--- src/logic/alf_pkg.sv ---
package alf_pkg;

  // Logbook geometry and field widths.
  localparam int          LOG_DEPTH    = 8;
  localparam int          PTR_W        = 3;
  localparam int          CODE_W       = 8;
  localparam int          CNT_W        = 8;
  localparam int          HOUR_W       = 24;
  localparam int          TEMP_W       = 8;
  localparam int          ENTRY_W      = CODE_W + CNT_W + HOUR_W + TEMP_W;
  localparam int          BLINK_W      = 4;

  // Field positions inside a stored entry.
  localparam int          F_TEMP_LSB   = 0;
  localparam int          F_HOUR_LSB   = TEMP_W;
  localparam int          F_CNT_LSB    = TEMP_W + HOUR_W;
  localparam int          F_CODE_LSB   = TEMP_W + HOUR_W + CNT_W;

  // Reset values and repeat counter start and limit.
  localparam logic [PTR_W-1:0]  PTR_RST   = 3'h0;
  localparam logic [PTR_W:0]    FILL_RST  = 4'h0;
  localparam logic [CNT_W-1:0]  CNT_ONE   = 8'h01;
  localparam logic [CNT_W-1:0]  CNT_MAX   = 8'hff;

  // Example fieldbus emergency code and blink count of the watchdog alarm.
  localparam logic [15:0]        WDOG_EMCY  = 16'h6010;
  localparam logic [BLINK_W-1:0] WDOG_BLINK = 4'h1;

  // Lamp timing in milliseconds and derived tick cycle and tick counts at 25 MHz.
  localparam longint CLK_HZ        = 25000000;
  localparam longint STARTUP_MS    = 1000;
  localparam longint FLASH_ON_MS   = 250;
  localparam longint FLASH_OFF_MS  = 250;
  localparam longint PAUSE_MS      = 1500;
  localparam longint TICK_MS       = 1;
  localparam int     TICK_CYC      = int'(CLK_HZ * TICK_MS / 1000);
  localparam int     STARTUP_TICKS = int'(STARTUP_MS / TICK_MS);
  localparam int     ON_TICKS      = int'(FLASH_ON_MS / TICK_MS);
  localparam int     OFF_TICKS     = int'(FLASH_OFF_MS / TICK_MS);
  localparam int     PAUSE_TICKS   = int'(PAUSE_MS / TICK_MS);
  localparam int     TMR_W         = 12;

  // Lamp sequencer states.
  typedef enum logic [2:0] {
    LS_STARTUP,
    LS_IDLE,
    LS_ON,
    LS_OFF,
    LS_PAUSE
  } alf_lamp_t;

endpackage : alf_pkg

--- src/logic/alf_fault_log.sv ---
`timescale 1ns/10ps
// Contract
// - Keep a fixed-depth alarm logbook readable by the service tool.
// - When full, a new distinct alarm overwrites the oldest entry.
// - Entry holds code, repeat count, first hour meter, first temperature.
// - Repeat of the newest alarm only increments its counter.
// - A repeat leaves the stored hour meter untouched.
// - Lamp on at start-up, then steadily off with no fault.
// - With a fault, flash a fault-specific count repeatedly.
// - Alarm class opens bridge, opens line contactor, applies brake.
// - Warning class keeps power on; only derate follows.
// - Each alarm carries emergency, display, maker codes and blink count.
module alf_fault_log (
  input  wire logic                        clk,
  input  wire logic                        sys_rst,
  input  wire logic                        alarm_valid,
  input  wire logic [alf_pkg::CODE_W-1:0]  alarm_code,
  input  wire logic                        alarm_is_alarm,
  input  wire logic [15:0]                 alarm_emcy_code,
  input  wire logic [7:0]                  alarm_display_unit_code,
  input  wire logic [7:0]                  alarm_maker_code,
  input  wire logic [alf_pkg::BLINK_W-1:0] alarm_blinks,
  input  wire logic                        fault_clear,
  input  wire logic [alf_pkg::HOUR_W-1:0]  hour_meter,
  input  wire logic [alf_pkg::TEMP_W-1:0]  inverter_temp,
  input  wire logic [alf_pkg::PTR_W-1:0]   log_rd_index,
  output logic      [alf_pkg::ENTRY_W-1:0] log_rd_data,
  output logic      [alf_pkg::PTR_W:0]     log_fill,
  output logic                             fault_lamp,
  output logic                             bridge_enable,
  output logic                             line_contactor,
  output logic                             electromechanical_brake,
  output logic                             derate,
  output logic      [15:0]                 emcy_code,
  output logic      [7:0]                  display_unit_code,
  output logic      [7:0]                  maker_code
);
  import alf_pkg::*;

  typedef struct packed {
    logic [PTR_W-1:0]   wr_ptr;
    logic [PTR_W:0]     fill;
    logic [PTR_W-1:0]   last_ptr;
    logic [CODE_W-1:0]  last_code;
    logic [CNT_W-1:0]   last_cnt;
    logic [HOUR_W-1:0]  last_hour;
    logic [TEMP_W-1:0]  last_temp;
    logic               fault;
    logic               is_alarm;
    logic [15:0]        emcy;
    logic [7:0]         disp;
    logic [7:0]         maker;
    logic [BLINK_W-1:0] blinks;
    alf_lamp_t          lamp;
    logic [TMR_W-1:0]   tmr;
    logic [BLINK_W-1:0] flash_n;
    logic [15:0]        div;
    logic               lamp_on;
  } alf_state_t;

  alf_state_t st_reg;
  alf_state_t st_next;
  logic               wr_en;
  logic [PTR_W-1:0]   wr_addr;
  logic [ENTRY_W-1:0] wr_data;
  logic               tick;
  logic               repeat_hit;

  alf_log_mem u_mem (
    .clk     (clk),
    .wr_en   (wr_en),
    .wr_addr (wr_addr),
    .wr_data (wr_data),
    .rd_addr (log_rd_index),
    .rd_data (log_rd_data)
  );

  // A repeat can only merge while the log holds something.
  assign repeat_hit = alarm_valid && (st_reg.fill != FILL_RST) &&
                      (alarm_code == st_reg.last_code);
  assign tick       = (st_reg.div == 16'(TICK_CYC - 1));

  // Next-state logic for the logbook, the fault class and the lamp.
  always_comb begin
    st_next = st_reg;
    wr_en   = 1'b0;
    wr_addr = st_reg.wr_ptr;
    wr_data = '0;
    st_next.div = tick ? 16'h0000 : 16'(st_reg.div + 16'h0001);
    if (alarm_valid) begin
      if (repeat_hit) begin
        // keep first hour: hour and temp are taken from the shadow copy.
        if (st_reg.last_cnt != CNT_MAX) begin
          st_next.last_cnt = CNT_W'(st_reg.last_cnt + CNT_ONE);
        end
        wr_addr = st_reg.last_ptr;
      end else begin
        // fifo overwrite: the write pointer wraps over the oldest entry.
        st_next.last_ptr  = st_reg.wr_ptr;
        st_next.last_code = alarm_code;
        st_next.last_cnt  = CNT_ONE;
        st_next.last_hour = hour_meter;
        st_next.last_temp = inverter_temp;
        st_next.wr_ptr    = PTR_W'(st_reg.wr_ptr + 1'b1);
        if (st_reg.fill != (PTR_W+1)'(LOG_DEPTH)) begin
          st_next.fill = (PTR_W+1)'(st_reg.fill + 1'b1);
        end
      end
      wr_en   = 1'b1;
      wr_data = {st_next.last_code, st_next.last_cnt,
                 st_next.last_hour, st_next.last_temp};
      st_next.fault    = 1'b1;
      st_next.is_alarm = st_reg.fault ? (st_reg.is_alarm | alarm_is_alarm)
                                      : alarm_is_alarm;
      st_next.emcy     = alarm_emcy_code;
      st_next.disp     = alarm_display_unit_code;
      st_next.maker    = alarm_maker_code;
      st_next.blinks   = alarm_blinks;
    end else if (fault_clear) begin
      // A new alarm in the clear cycle wins, handled above.
      st_next.fault    = 1'b0;
      st_next.is_alarm = 1'b0;
    end
    // Lamp sequencer timers advance on the 1 ms tick; idle starts a flash group at once.
    case (st_reg.lamp)
      LS_STARTUP: begin
        st_next.lamp_on = 1'b1;
        if (tick) begin
          st_next.tmr = TMR_W'(st_reg.tmr + 1'b1);
          if (st_reg.tmr == TMR_W'(STARTUP_TICKS - 1)) begin
            st_next.lamp    = LS_IDLE;
            st_next.lamp_on = 1'b0;
            st_next.tmr     = '0;
          end
        end
      end
      LS_IDLE: begin
        st_next.lamp_on = 1'b0;
        st_next.tmr     = '0;
        if (st_reg.fault && st_reg.blinks != '0) begin
          st_next.lamp    = LS_ON;
          st_next.lamp_on = 1'b1;
          st_next.flash_n = st_reg.blinks;
        end
      end
      LS_ON: begin
        if (tick) begin
          st_next.tmr = TMR_W'(st_reg.tmr + 1'b1);
          if (st_reg.tmr == TMR_W'(ON_TICKS - 1)) begin
            st_next.tmr     = '0;
            st_next.lamp_on = 1'b0;
            st_next.flash_n = BLINK_W'(st_reg.flash_n - 1'b1);
            st_next.lamp    = (st_reg.flash_n == BLINK_W'(1)) ? LS_PAUSE
                                                              : LS_OFF;
          end
        end
      end
      LS_OFF: begin
        if (tick) begin
          st_next.tmr = TMR_W'(st_reg.tmr + 1'b1);
          if (st_reg.tmr == TMR_W'(OFF_TICKS - 1)) begin
            st_next.tmr     = '0;
            st_next.lamp_on = 1'b1;
            st_next.lamp    = LS_ON;
          end
        end
      end
      LS_PAUSE: begin
        if (tick) begin
          st_next.tmr = TMR_W'(st_reg.tmr + 1'b1);
          if (st_reg.tmr == TMR_W'(PAUSE_TICKS - 1)) begin
            st_next.tmr  = '0;
            st_next.lamp = LS_IDLE;
          end
        end
      end
      default: begin
        st_next.lamp = LS_IDLE;
      end
    endcase
  end

  // Whole state registers here; reset takes constants only.
  always_ff @(posedge clk or posedge sys_rst) begin
    if (sys_rst) begin
      st_reg         <= '0;
      st_reg.lamp    <= LS_STARTUP;
      st_reg.lamp_on <= 1'b1;
      st_reg.wr_ptr  <= PTR_RST;
      st_reg.fill    <= FILL_RST;
    end else begin
      st_reg <= st_next;
    end
  end

  // warning keeps power: only the derate output follows a warning.
  assign bridge_enable           = ~(st_reg.fault & st_reg.is_alarm);
  assign line_contactor          = ~(st_reg.fault & st_reg.is_alarm);
  assign electromechanical_brake = st_reg.fault & st_reg.is_alarm;
  assign derate                  = st_reg.fault & ~st_reg.is_alarm;
  assign fault_lamp              = st_reg.lamp_on;
  assign log_fill                = st_reg.fill;
  assign emcy_code               = st_reg.emcy;
  assign display_unit_code       = st_reg.disp;
  assign maker_code              = st_reg.maker;

  chk_repeat_no_alloc: assert property (
    @(posedge clk) disable iff (sys_rst)
    repeat_hit |=> $stable(st_reg.wr_ptr) && $stable(st_reg.fill))
    else $error("repeat alarm allocated a new entry");
  // keep first hour: the word written back must carry the old hour.
  chk_repeat_hour_kept: assert property (
    @(posedge clk) disable iff (sys_rst)
    repeat_hit |-> (wr_data[F_HOUR_LSB +: HOUR_W] == st_reg.last_hour)
      ##1 $stable(st_reg.last_hour))
    else $error("repeat alarm changed stored hour");
  chk_fill_saturate: assert property (
    @(posedge clk) disable iff (sys_rst)
    st_reg.fill <= (PTR_W+1)'(LOG_DEPTH))
    else $error("logbook fill above depth");
  chk_new_advances: assert property (
    @(posedge clk) disable iff (sys_rst)
    alarm_valid && !repeat_hit |=> st_reg.last_cnt == CNT_ONE &&
      st_reg.wr_ptr == PTR_W'($past(st_reg.wr_ptr) + 1'b1))
    else $error("new alarm did not advance pointer");
  chk_alarm_opens: assert property (
    @(posedge clk) disable iff (sys_rst)
    alarm_valid && alarm_is_alarm |=> !bridge_enable && !line_contactor &&
      electromechanical_brake)
    else $error("alarm did not open power stage");
  // warning keeps power: judged from the event, not from derate itself.
  chk_warning_power: assert property (
    @(posedge clk) disable iff (sys_rst)
    alarm_valid && !alarm_is_alarm && !st_reg.is_alarm
      |=> derate && bridge_enable && line_contactor &&
          !electromechanical_brake)
    else $error("warning opened power stage");
  chk_idle_dark: assert property (
    @(posedge clk) disable iff (sys_rst)
    st_reg.lamp == LS_IDLE |-> !fault_lamp)
    else $error("lamp lit while idle");
  chk_flash_load: assert property (
    @(posedge clk) disable iff (sys_rst)
    st_reg.lamp == LS_IDLE && st_reg.fault && st_reg.blinks != '0
      |=> fault_lamp && st_reg.flash_n == $past(st_reg.blinks))
    else $error("flash group not started with blink count");
  chk_pause_dark: assert property (
    @(posedge clk) disable iff (sys_rst)
    st_reg.lamp == LS_PAUSE |-> !fault_lamp)
    else $error("lamp lit during pause");
  chk_codes_follow: assert property (
    @(posedge clk) disable iff (sys_rst)
    alarm_valid |=> emcy_code == $past(alarm_emcy_code) &&
      maker_code == $past(alarm_maker_code))
    else $error("indication codes not captured");

  cov_repeat: cover property (@(posedge clk) repeat_hit);
  cov_full_wrap: cover property (@(posedge clk)
    st_reg.fill == (PTR_W+1)'(LOG_DEPTH) && alarm_valid && !repeat_hit);
  cov_pause: cover property (@(posedge clk) st_reg.lamp == LS_PAUSE);
  cov_warning: cover property (@(posedge clk) derate);

endmodule : alf_fault_log

--- src/logic/alf_log_mem.sv ---
`timescale 1ns/10ps
// Logbook storage; read data leaves through a register.
module alf_log_mem (
  input  wire logic                        clk,
  input  wire logic                        wr_en,
  input  wire logic [alf_pkg::PTR_W-1:0]   wr_addr,
  input  wire logic [alf_pkg::ENTRY_W-1:0] wr_data,
  input  wire logic [alf_pkg::PTR_W-1:0]   rd_addr,
  output logic      [alf_pkg::ENTRY_W-1:0] rd_data
);
  import alf_pkg::*;

  logic [ENTRY_W-1:0] mem [LOG_DEPTH];

  // Synchronous write and registered read; no reset so it maps to RAM.
  always_ff @(posedge clk) begin
    if (wr_en) begin
      mem[wr_addr] <= wr_data;
    end
    rd_data <= mem[rd_addr];
  end

endmodule : alf_log_mem

--- config.mk ---
export PLATFORM = sky130hd
export DESIGN_NAME = alf_fault_log
export DESIGN_NICKNAME = d
export VERILOG_FILES = /design/src/logic/alf_pkg.sv /design/src/logic/alf_fault_log.sv /design/src/logic/alf_log_mem.sv
export SDC_FILE = /design/constraint.sdc
export NUM_CORES = 1
export LEC_CHECK = 0
export CAP_MARGIN = 20
export CORE_UTILIZATION = 60
export DETAILED_ROUTE_END_ITERATION = 10
export DONT_BUFFER_PORTS = 1
export GPL_ROUTABILITY_DRIVEN = 0
export PLACE_DENSITY_LB_ADDON = 0.15
export SYNTH_ARGS = -nofsm -noshare
export SYNTH_HDL_FRONTEND = slang
export SYNTH_SLANG_ARGS = --single-unit
--- constraint.sdc ---
create_clock -name clk -period 19.6 [get_ports clk]
set_input_delay 1.96 -clock clk [delete_from_list [all_inputs] [get_ports clk]]
set_output_delay 1.96 -clock clk [all_outputs]
set_load 0.05 [all_outputs]
==> results of run 1 <==
metal layers:
| layer | track usage | vias to the layer above | wire, microns |
|---|---|---|---|
| li1 | - | 4865 | - |
| met1 | 0.2969 | 5644 | 16990 |
| met2 | 0.3836 | 302 | 20970 |
| met3 | 0.03575 | 69 | 2188 |
| met4 | 0.07349 | 0 | 977 |
| met5 | 0 | - | 0 |
power breakdown:
part	leakage [uW]	internal, uW	total, uW	switching (uW)
Sequential	0.00558	1440	1610	166
Combinational	0.00204	104	244	141
Clock	0.000843	584	1000	421
Total	0.00847	2130	2860	728
worst paths after layout:
check                                   startpoint                          to  cells after the start  slack (ps)
min reg2reg                   st_reg[16]$_DFF_PP0_        st_reg[16]$_DFF_PP0_                      1         480
min                           st_reg[16]$_DFF_PP0_        st_reg[16]$_DFF_PP0_                      1         480
min in group asynchronous                  sys_rst    emcy_code[3]$_DFFE_PP0P_                      1        1370
max                                  alarm_code[1]  u_mem.mem[2][19]$_DFFE_PP_                      7       15140
max in group asynchronous                  sys_rst     st_reg[130]$_DFFE_PP0P_                      2       16940
max reg2reg                log_fill[0]$_DFFE_PP0P_  u_mem.mem[2][19]$_DFFE_PP_                      9       15260
synth_stat cells, types with 6 or more instances:
cell	count
clkbuf_1	48
buf_4	37
o21bai_1	6
xor2_1	15
nor2_1	34
mux4_2	96
dfxtp_1	48
xnor2_1	18
and2_1	10
mux2_2	125
a21o_1	10
ha_1	9
dfrtp_1	131
nand4_1	15
nand2_1	88
o21ai_0	14
a21oi_1	54
inv_1	18
or3_1	10
or4_1	7
nand3_1	19
edfxtp_1	384
buf_1	11
nor3_1	8
and3_1	7
final cells by class:
cell class / count / area [sq um] / share of cell area
Sequential cell: 564 / 15800 / 0.6521
Multi-Input combinational cell: 605 / 5939 / 0.2452
Clock buffer: 79 / 1541 / 0.06363
Tap cell: 468 / 585.6 / 0.02417
Clock inverter: 22 / 180.2 / 0.007438
Timing Repair Buffer: 14 / 105.1 / 0.004339
Inverter: 19 / 76.32 / 0.003151
through the flow:
step / instance area, sq um / setup slack, ps
after floorplan: 22220 / 11080
after CTS: 24220 / 15100
after global routing: 24220 / 14900
after global placement: 22500 / 14560
after detailed placement: 22500 / 14440
final: 24220 / 15140
worst register-to-register path: stages, from the launching register on:
cell and delay, ps:
dfrtp_1 620, inv_1 160, ha_1 160, or3b_2 470, nand4_1 210, nor3_2 70
buf_4 340, or4b_2 740, a21oi_4 620, buf_4 590
logic make-up after synthesis:
family | Yosys count
flops | 564
mux | 222
simple gates | 222
compound gates | 119
buf+inv | 116
xor+xnor | 33
fa+ha+maj | 9
==> flow_metrics.env, run 1 <==
export IMPL_track_usage=0.2244
export IMPL_core_area_sq_um=36520
export IMPL_crit_arrival_ps=4680
export IMPL_layout_area_overhead_vs_synth_pct=9.021
export IMPL_synthXorXnorAreaFrac=0.01301
export IMPL_final_net_count=1352
export IMPL_synth_area_per_cell_sq_um=17.29
export IMPL_syn_area_sq_um=22220
export IMPL_dieArea_sq_um=37810
export IMPL_cp_required_ps=19820
export IMPL_power_leakage_uw=0.008470
export IMPL_instances_no_fill=1771
export IMPL_end_kind="flop"
export IMPL_ant_nets=0
export IMPL_grt_pass1_wl_microns=64670
export IMPL_route_detailed_vias_per_inst=6.143
export IMPL_crit_type="primary input to flop"
export IMPL_crit_slowest_cell="a21oi_4"
export IMPL_min_period_ps=4463
export IMPL_critPathTopFamily="buffers and inverters"
export IMPL_synth_area_top_cells="edfxtp_1, dfrtp_1, mux4_2"
export IMPL_final_cell_mix="edfxtp_1, dfrtp_1, mux2_2, mux4_2, nand2_1"
export IMPL_drcViolationCount=0
export IMPL_max_stage_delay_ps=660
export IMPL_cts_resized=0
export IMPL_grt_overflow=0
export IMPL_synth_flop_cell="edfxtp_1"
export IMPL_antenna_cells=0
export IMPL_yosysSeqAreaShare=0.7109
export IMPL_crit_buf_inv=2
export IMPL_hold_viol=0
export IMPL_final_max_slew_viol_count=0
export IMPL_clock_fmax_ghz=0.2241
export IMPL_largest_reg_flops=384
export IMPL_synth_top_area_frac=0.5189
export IMPL_first_iter_violations=573
export IMPL_max_vdd_ir_drop_uv=69.91
export IMPL_cts_tree="yes"
export IMPL_yosys_area_top_type="edfxtp_1"
export IMPL_fin_crit_sh=0.2277
export IMPL_grt_max_degree=97
export IMPL_wl_per_cell_microns=23.22
export IMPL_power_density_nw_per_um2=118.0
export IMPL_io_buffers=0
export IMPL_ys_warn_count=0
export IMPL_max_cap_violations=0
export IMPL_rsz0062_at_grt="false"
export IMPL_synthArstFlopShare=0.2340
export IMPL_synthSimpleGateAreaFrac=0.05028
export IMPL_routed_wl_microns=41130
export IMPL_die_h_microns=194.4
export IMPL_clkSinkCount=564
export IMPL_clock_latency_ps=590
export IMPL_ys_ff_latch=564
export IMPL_synth_adder_area_share=0.005068
export IMPL_nFillCells=2472
export IMPL_max_slew_worst_pin_slew_ps=932.6
export IMPL_synth_edff_count=384
export IMPL_path_cells="xnor2_1, nand4_1, nor3_2, buf_4, nand4_1, a21oi_4, buf_4"
export IMPL_setup_viol=0
export IMPL_drive_above_1_share=0.2556
export IMPL_synthCells=1285
export IMPL_cts_htree_levels=2
export IMPL_start_util=0.6084
export IMPL_layout_commonest_cell="edfxtp_1"
export IMPL_cts_buffers=55
export IMPL_firstDrtPassIters=5
export IMPL_synth_top_family_by_area="multiplexers"
export IMPL_total_power_uw=2859
export IMPL_syn_nets=1378
export IMPL_crit_fanout=56
export IMPL_relSlewSlack=0.3770
export IMPL_holdWs_ps=478.8
export IMPL_clk_path_buf_depth=3
export IMPL_antenna_found_initial=0
export IMPL_synth_compound_area_share=0.03373
export IMPL_clk_pin_slew_ps=60
export IMPL_synth_area_mux_share=0.1611
export IMPL_hold_class="flop to flop"
export IMPL_dp_cells=1670
export IMPL_cts_setup_buffers=0
export IMPL_cts_hold_fix_buffers=0
export IMPL_via_count=10880
export IMPL_dp_hpwl_microns=22390
export IMPL_status="complete, no violations"
export IMPL_io_pins=173
export IMPL_grt_pass1_vias=11380
export IMPL_row_count=70
export IMPL_critPathLaunchType="primary input"
export IMPL_final_setup_skew_ps=20.78
export IMPL_cts_root_buffer="clkbuf_16"
export IMPL_die_w_microns=194.4
export IMPL_fin_tns_setup_ps=0
export IMPL_netlist_cell_type_count=61
export IMPL_postLayoutCoreUtil=0.6633
(Power assumes the default switching activity.)
==> run 2: changes to the inputs <==
- clock period: 19.6 -> 4.54 ns (I/O delays scaled with it)
==> run 2 against run 1 <==
Net effect: via count rose by 3.9%; largest power group unchanged; clock-buffer cell count fell by 5; critical endpoint is now u_mem.mem[2][27]$_DFFE_PP_; non-clock buffer count rose by 82.
==> flow_metrics.env, run 2 (same netlist as run 1, synthesis figures left out) <==
export IMPL_clk_pin_slew_ps=60
export IMPL_layout_area_overhead_vs_synth_pct=13.03
export IMPL_hold_class="primary input to flop"
export IMPL_cts_buffers=55
export IMPL_layout_commonest_cell="edfxtp_1"
export IMPL_relSlewSlack=0.3762
export IMPL_crit_fanout=33
export IMPL_cts_htree_levels=2
export IMPL_rsz0062_at_grt="false"
export IMPL_nFillCells=2359
export IMPL_hold_viol=0
export IMPL_largest_reg_flops=384
export IMPL_io_pins=173
export IMPL_power_density_nw_per_um2=498.1
export IMPL_drive_above_1_share=0.2525
export IMPL_row_count=70
export IMPL_grt_max_degree=100
export IMPL_core_area_sq_um=36520
export IMPL_die_h_microns=194.4
export IMPL_clock_fmax_ghz=0.2847
export IMPL_cts_tree="yes"
export IMPL_final_setup_skew_ps=21.11
export IMPL_cp_required_ps=4760
export IMPL_cts_resized=0
export IMPL_holdWs_ps=31.98
export IMPL_path_cells="inv_1, ha_1, or3b_2, nand4_1, nor3_2, buf_4, nand4_1, a21oi_4, buf_4"
export IMPL_internal_power_uw=9300
export IMPL_dieArea_sq_um=37810
export IMPL_total_power_uw=12510
export IMPL_grt_pass1_wl_microns=67650
export IMPL_clk_path_buf_depth=3
export IMPL_switchingPower_uw=3209
export IMPL_finalInstanceArea_sq_um=25120
export IMPL_track_usage=0.2367
export IMPL_swShare=0.2565
export IMPL_combinationalPowerShare=0.097
export IMPL_fin_crit_sh=0.7736
export IMPL_die_w_microns=194.4
export IMPL_antenna_cells=0
export IMPL_grt_pass1_vias=11910
export IMPL_clock_latency_ps=590
export IMPL_antenna_found_initial=0
export IMPL_start_util=0.6084
export IMPL_seqPwrFrac=0.554
export IMPL_cts_root_buffer="clkbuf_16"
export IMPL_crit_arrival_ps=3730
export IMPL_via_count=11310
export IMPL_max_slew_worst_pin_slew_ps=935.6
export IMPL_fin_tns_setup_ps=0
export IMPL_instances_no_fill=1854
export IMPL_critPathLaunchType="flop"
export IMPL_crit_type="flop to flop"
export IMPL_end_kind="flop"
export IMPL_wl_per_cell_microns=23.47
export IMPL_status="complete, no violations"
export IMPL_ant_nets=0
export IMPL_dp_hpwl_microns=24350
export IMPL_max_vdd_ir_drop_uv=288.5
export IMPL_setup_viol=0
export IMPL_postPlaceCellArea_sq_um=22680
export IMPL_power_leakage_uw=0.008870
export IMPL_max_cap_violations=0
export IMPL_io_buffers=0
export IMPL_min_period_ps=3512
export IMPL_final_net_count=1434
export IMPL_first_iter_violations=743
export IMPL_route_detailed_vias_per_inst=6.100
export IMPL_dp_cells=1682
export IMPL_firstDrtPassIters=5
export IMPL_final_max_slew_viol_count=0
export IMPL_max_stage_delay_ps=680
export IMPL_final_cell_mix="edfxtp_1, dfrtp_1, mux2_2, mux4_2, nand2_1"
export IMPL_clkPwrFrac=0.350
export IMPL_drcViolationCount=0
export IMPL_routed_wl_microns=43520
export IMPL_clkSinkCount=564
export IMPL_crit_slowest_cell="dfrtp_1"
export IMPL_grt_overflow=0
-- run 2: stage by stage --
stage	setup WS, ps	util
floorplan	264.8	-
global placement	1027	0.6210
detailed placement	1020	0.6210
CTS	1013	0.6877
global route	894.0	0.6877
finish	1028	0.6877
-- run 2: power by group through the flow --
stage / Sequential, uW / Clock, uW / Combinational (uW)
final: 6930 / 4370 / 1210
after global routing: 6980 / 4640 / 1310
after CTS: 6930 / 4460 / 1240
after detailed placement: 7030 / 0 / 1180
after global placement: 7000 / 0 / 1150
after floorplan: 6790 / 0 / 1090
-- run 2: metal layers --
metal,share of wire,vias up,GRT usage,wire [microns]
met4,0.021,0,0.07260,929
met5,0,-,0,0
met1,0.41,5839,0.3145,17960
li1,-,5032,-,-
met2,0.51,369,0.4013,22160
met3,0.057,69,0.04269,2469
-- run 2: final timing paths --
check | startpoint | endpoint | cells after the start | slack [ps]
worst min register to register | st_reg[1]$_DFF_PP0_ | st_reg[1]$_DFF_PP0_ | 1 | 470
min in group asynchronous | sys_rst | emcy_code[8]$_DFFE_PP0P_ | 2 | 580
worst max-delay path | log_fill[1]$_DFFE_PP0P_ | u_mem.mem[2][27]$_DFFE_PP_ | 9 | 1030
worst min-delay path | log_rd_index[2] | u_mem.rd_data[8]$_DFF_P_ | 1 | 30
worst max register to register | log_fill[1]$_DFFE_PP0P_ | u_mem.mem[2][27]$_DFFE_PP_ | 9 | 1030
max in group asynchronous | sys_rst | st_reg[107]$_DFFE_PP0P_ | 3 | 2860
-- run 2: area by class of cell --
type	instances	area (sq um)	share of cell area
clock buffers	74	1498	0.05963
clock inverters	28	237.7	0.009465
inverters	19	76.32	0.003039
multi-input cells	605	5963	0.2374
flip-flops and latches	564	15800	0.6290
well taps	468	585.6	0.02331
repair buffers	96	958.4	0.03816
-- run 2: timing repair --
action	in CTS	in global routing
hold buffers	70	0
hold endpoints to repair	153	0
buffers inserted	0	0
-- run 2: critical path, delay by kind of cell (launching register included) --
family / cells / cell delay [ps]
fa+ha+maj: 1 / 210
compound gates: 1 / 200
flops: 1 / 680
buf+inv: 3 / 960
simple gates: 4 / 1080
==> run 3: changes to the inputs <==
- ABC_AREA: not set -> 1
- CORE_UTILIZATION: 60 -> 57
- clock period: 4.54 -> 3.2 ns (I/O delays scaled with it)
==> run 3 against run 2 <==
Net effect: core utilization shrank 3.1 points; clock-buffer cell count shrank 3; cell area grew 3.9%; critical path type unchanged; largest power group unchanged; wire length grew 16%; flip-flop and latch count is the same.
==> flow_metrics.env, run 3 <==
export IMPL_final_max_slew_viol_count=0
export IMPL_final_setup_skew_ps=11.48
export IMPL_r2r_end="u_mem.mem[1][6]$_DFFE_PP_"
export IMPL_seqCellArea_sq_um=15800
export IMPL_grt_overflow=0
export IMPL_first_iter_violations=1196
export IMPL_route_detailed_vias_per_inst=5.538
export IMPL_cts_tree="yes"
export IMPL_min_to="u_mem.rd_data[1]$_DFF_P_"
export IMPL_postPlaceCellArea_sq_um=23340
export IMPL_synthXorXnorAreaFrac=0.004965
export IMPL_max_slew_worst_pin_slew_ps=968.0
export IMPL_synth_area_mux_share=0
export IMPL_die_w_microns=202.6
export IMPL_grt_pass1_wl_microns=80150
export IMPL_min_delay_start="log_rd_index[1]"
export IMPL_synth_area_per_cell_sq_um=10.67
export IMPL_start_util=0.5772
export IMPL_netlist_cell_type_count=38
export IMPL_final_cell_mix="nor2_1, edfxtp_1, nand2_1, o21ai_0, inv_1"
export IMPL_cts_buffers=55
export IMPL_syn_area_sq_um=22930
export IMPL_die_h_microns=202.6
export IMPL_relSlewSlack=0.3479
export IMPL_io_pins=173
export IMPL_ys_ff_latch=564
export IMPL_path_cells="inv_1, ha_1, nand3_1, inv_1, nor2_1, nand3_1, nand2_1, nand3_1, nor2_4, buf_4"
export IMPL_grt_max_degree=194
export IMPL_nFillCells=2981
export IMPL_crit_buf_inv=3
export IMPL_synth_edff_count=384
export IMPL_r2r_start="log_fill[0]$_DFFE_PP0P_"
export IMPL_synthCells=2149
export IMPL_synth_flop_cell="edfxtp_1"
export IMPL_cts_setup_buffers=0
export IMPL_synthSimpleGateAreaFrac=0.1511
export IMPL_final_net_count=2275
export IMPL_cp_required_ps=3430
export IMPL_rr_worst_depth=10
export IMPL_synth_common_cells="nor2_1, edfxtp_1, nand2_1"
export IMPL_wl_per_cell_microns=18.32
export IMPL_dp_slack_ps=497.1
export IMPL_antenna_found_initial=1
export IMPL_whs_path_depth=3
export IMPL_yosys_area_top_type="edfxtp_1"
export IMPL_status="complete, no violations"
export IMPL_largest_reg_flops=384
export IMPL_total_power_uw=18110
export IMPL_dp_hpwl_microns=27620
export IMPL_hold_viol=0
export IMPL_cts_root_buffer="clkbuf_16"
export IMPL_syn_nets=2242
export IMPL_clock_latency_ps=600
export IMPL_synth_compound_area_share=0.09558
export IMPL_layout_commonest_cell="nor2_1"
export IMPL_critPathTopFamily="simple AND/OR/NAND/NOR gates"
export IMPL_hold_class="primary input to flop"
export IMPL_drive_above_1_share=0.06909
export IMPL_critPathLaunchType="flop"
export IMPL_ant_nets=0
export IMPL_multi_input_area_sq_um=5943
export IMPL_reg2reg_slack_ps=500
export IMPL_antenna_cells=0
export IMPL_finalInstanceArea_sq_um=26110
export IMPL_crit_top_cell="nand3_1"
export IMPL_crit_arrival_ps=2920
export IMPL_via_count=15250
export IMPL_firstDrtPassIters=7
export IMPL_power_leakage_uw=0.01013
export IMPL_cts_resized=0
export IMPL_min_period_ps=2696
export IMPL_power_density_nw_per_um2=693.8
export IMPL_synth_top_family_by_area="simple AND/OR/NAND/NOR gates"
export IMPL_grt_pass1_vias=15240
export IMPL_dieArea_sq_um=41040
export IMPL_clock_fmax_ghz=0.3710
export IMPL_drcViolationCount=0
export IMPL_max_cap_violations=0
export IMPL_cts_htree_levels=2
export IMPL_synth_top_area_frac=0.5028
export IMPL_post_synth_top_count_cell="nor2_1"
export IMPL_clkSinkCount=564
export IMPL_synthArstFlopShare=0.2340
export IMPL_routed_wl_microns=50460
export IMPL_synth_adder_area_share=0.004910
export IMPL_clk_path_buf_depth=3
export IMPL_cts_hold_fix_buffers=80
export IMPL_crit_fanout=33
export IMPL_io_buffers=0
export IMPL_synth_area_top_cells="edfxtp_1, dfrtp_1, nor2_1"
export IMPL_yosysSeqAreaShare=0.6888
export IMPL_row_count=73
export IMPL_core_area_sq_um=39730
export IMPL_crit_slowest_cell="buf_4"
export IMPL_layout_area_overhead_vs_synth_pct=13.83
export IMPL_crit_type="flop to flop"
export IMPL_rsz0062_at_grt="false"
export IMPL_fin_crit_sh=0.8423
export IMPL_setup_viol=0
export IMPL_setup_ws_ps=504.5
export IMPL_max_stage_delay_ps=510
export IMPL_end_kind="flop"
export IMPL_track_usage=0.2492
export IMPL_clk_pin_slew_ps=60
export IMPL_max_vdd_ir_drop_uv=539.9
export IMPL_ys_warn_count=0
[run 3: changes by cell type after synthesis, sizes merged, moves of 53 or more]
cell   delta
nand2   +257
inv     +123
nor2    +409
mux4     -96
o21ai   +281
mux2    -125
o22ai    +53
[run 3: cell families (layout without fill, tap and decap cells)]
logic type	Yosys count	after routing
simple gates	872	872
buf+inv	280	360
flops	564	564
xor+xnor	13	13
fa+ha+maj	9	9
compound gates	411	411
[run 3: worst max-delay path by stage]
stage                                        from                    endpoint  slack [ps]  depth (start not counted)
after floorplan           log_fill[0]$_DFFE_PP0P_   u_mem.mem[5][0]$_DFFE_PP_        -630                          9
after global placement    log_fill[0]$_DFFE_PP0P_  u_mem.mem[1][23]$_DFFE_PP_         570                         10
after detailed placement  log_fill[0]$_DFFE_PP0P_  u_mem.mem[1][24]$_DFFE_PP_         500                         10
after CTS                 log_fill[0]$_DFFE_PP0P_   u_mem.mem[1][9]$_DFFE_PP_         480                         10
after global routing      log_fill[0]$_DFFE_PP0P_   u_mem.mem[1][9]$_DFFE_PP_         300                         10
final                     log_fill[0]$_DFFE_PP0P_   u_mem.mem[1][6]$_DFFE_PP_         500                         10
[run 3: per-stage QoR]
stage            util  setup TNS [ps]  hold slack (ps)  std cells
6_report       0.6571               0            10.79       2754
3_3_place_gp   0.5875               0            307.3       2569
3_5_place_dp   0.5875               0            316.7       2569
2_1_floorplan       -         -180640            427.3       2149
4_1_cts        0.6568               0            10.05       2753
5_1_grt        0.6571               0            4.005       2754
[run 3: final cells by class]
class | count | area share
Timing Repair Buffer | 113 | 0.04726
Clock buffer | 71 | 0.05885
Tap cell | 525 | 0.02516
Clock inverter | 33 | 0.01514
Inverter | 143 | 0.02085
Multi-Input combinational cell | 1305 | 0.2277
Sequential cell | 564 | 0.6051
[run 3: where the power goes]
group | internal (uW) | switching (uW) | total, uW
Combinational | 547 | 1340 | 1890
Sequential | 8760 | 667 | 9430
Clock | 4040 | 2750 | 6790
[run 3: worst reg2reg max path, stage by stage (launching register included)]
cell     delay [ps]
dfrtp_1         340
inv_1            60
ha_1            210
nand3_1         100
inv_1            60
nor2_1          250
nand3_1         180
nand2_1          90
nand3_1         310
nor2_4          210
buf_4           510
[run 3: per-layer routing]
layer  up-vias  wire (microns)  GRT usage
li1       7343               -          -
met4         0            1116    0.08163
met3        84            3366    0.04543
met1      7302           21760     0.3300
met2       523           24220     0.4179
met5         -               0          0
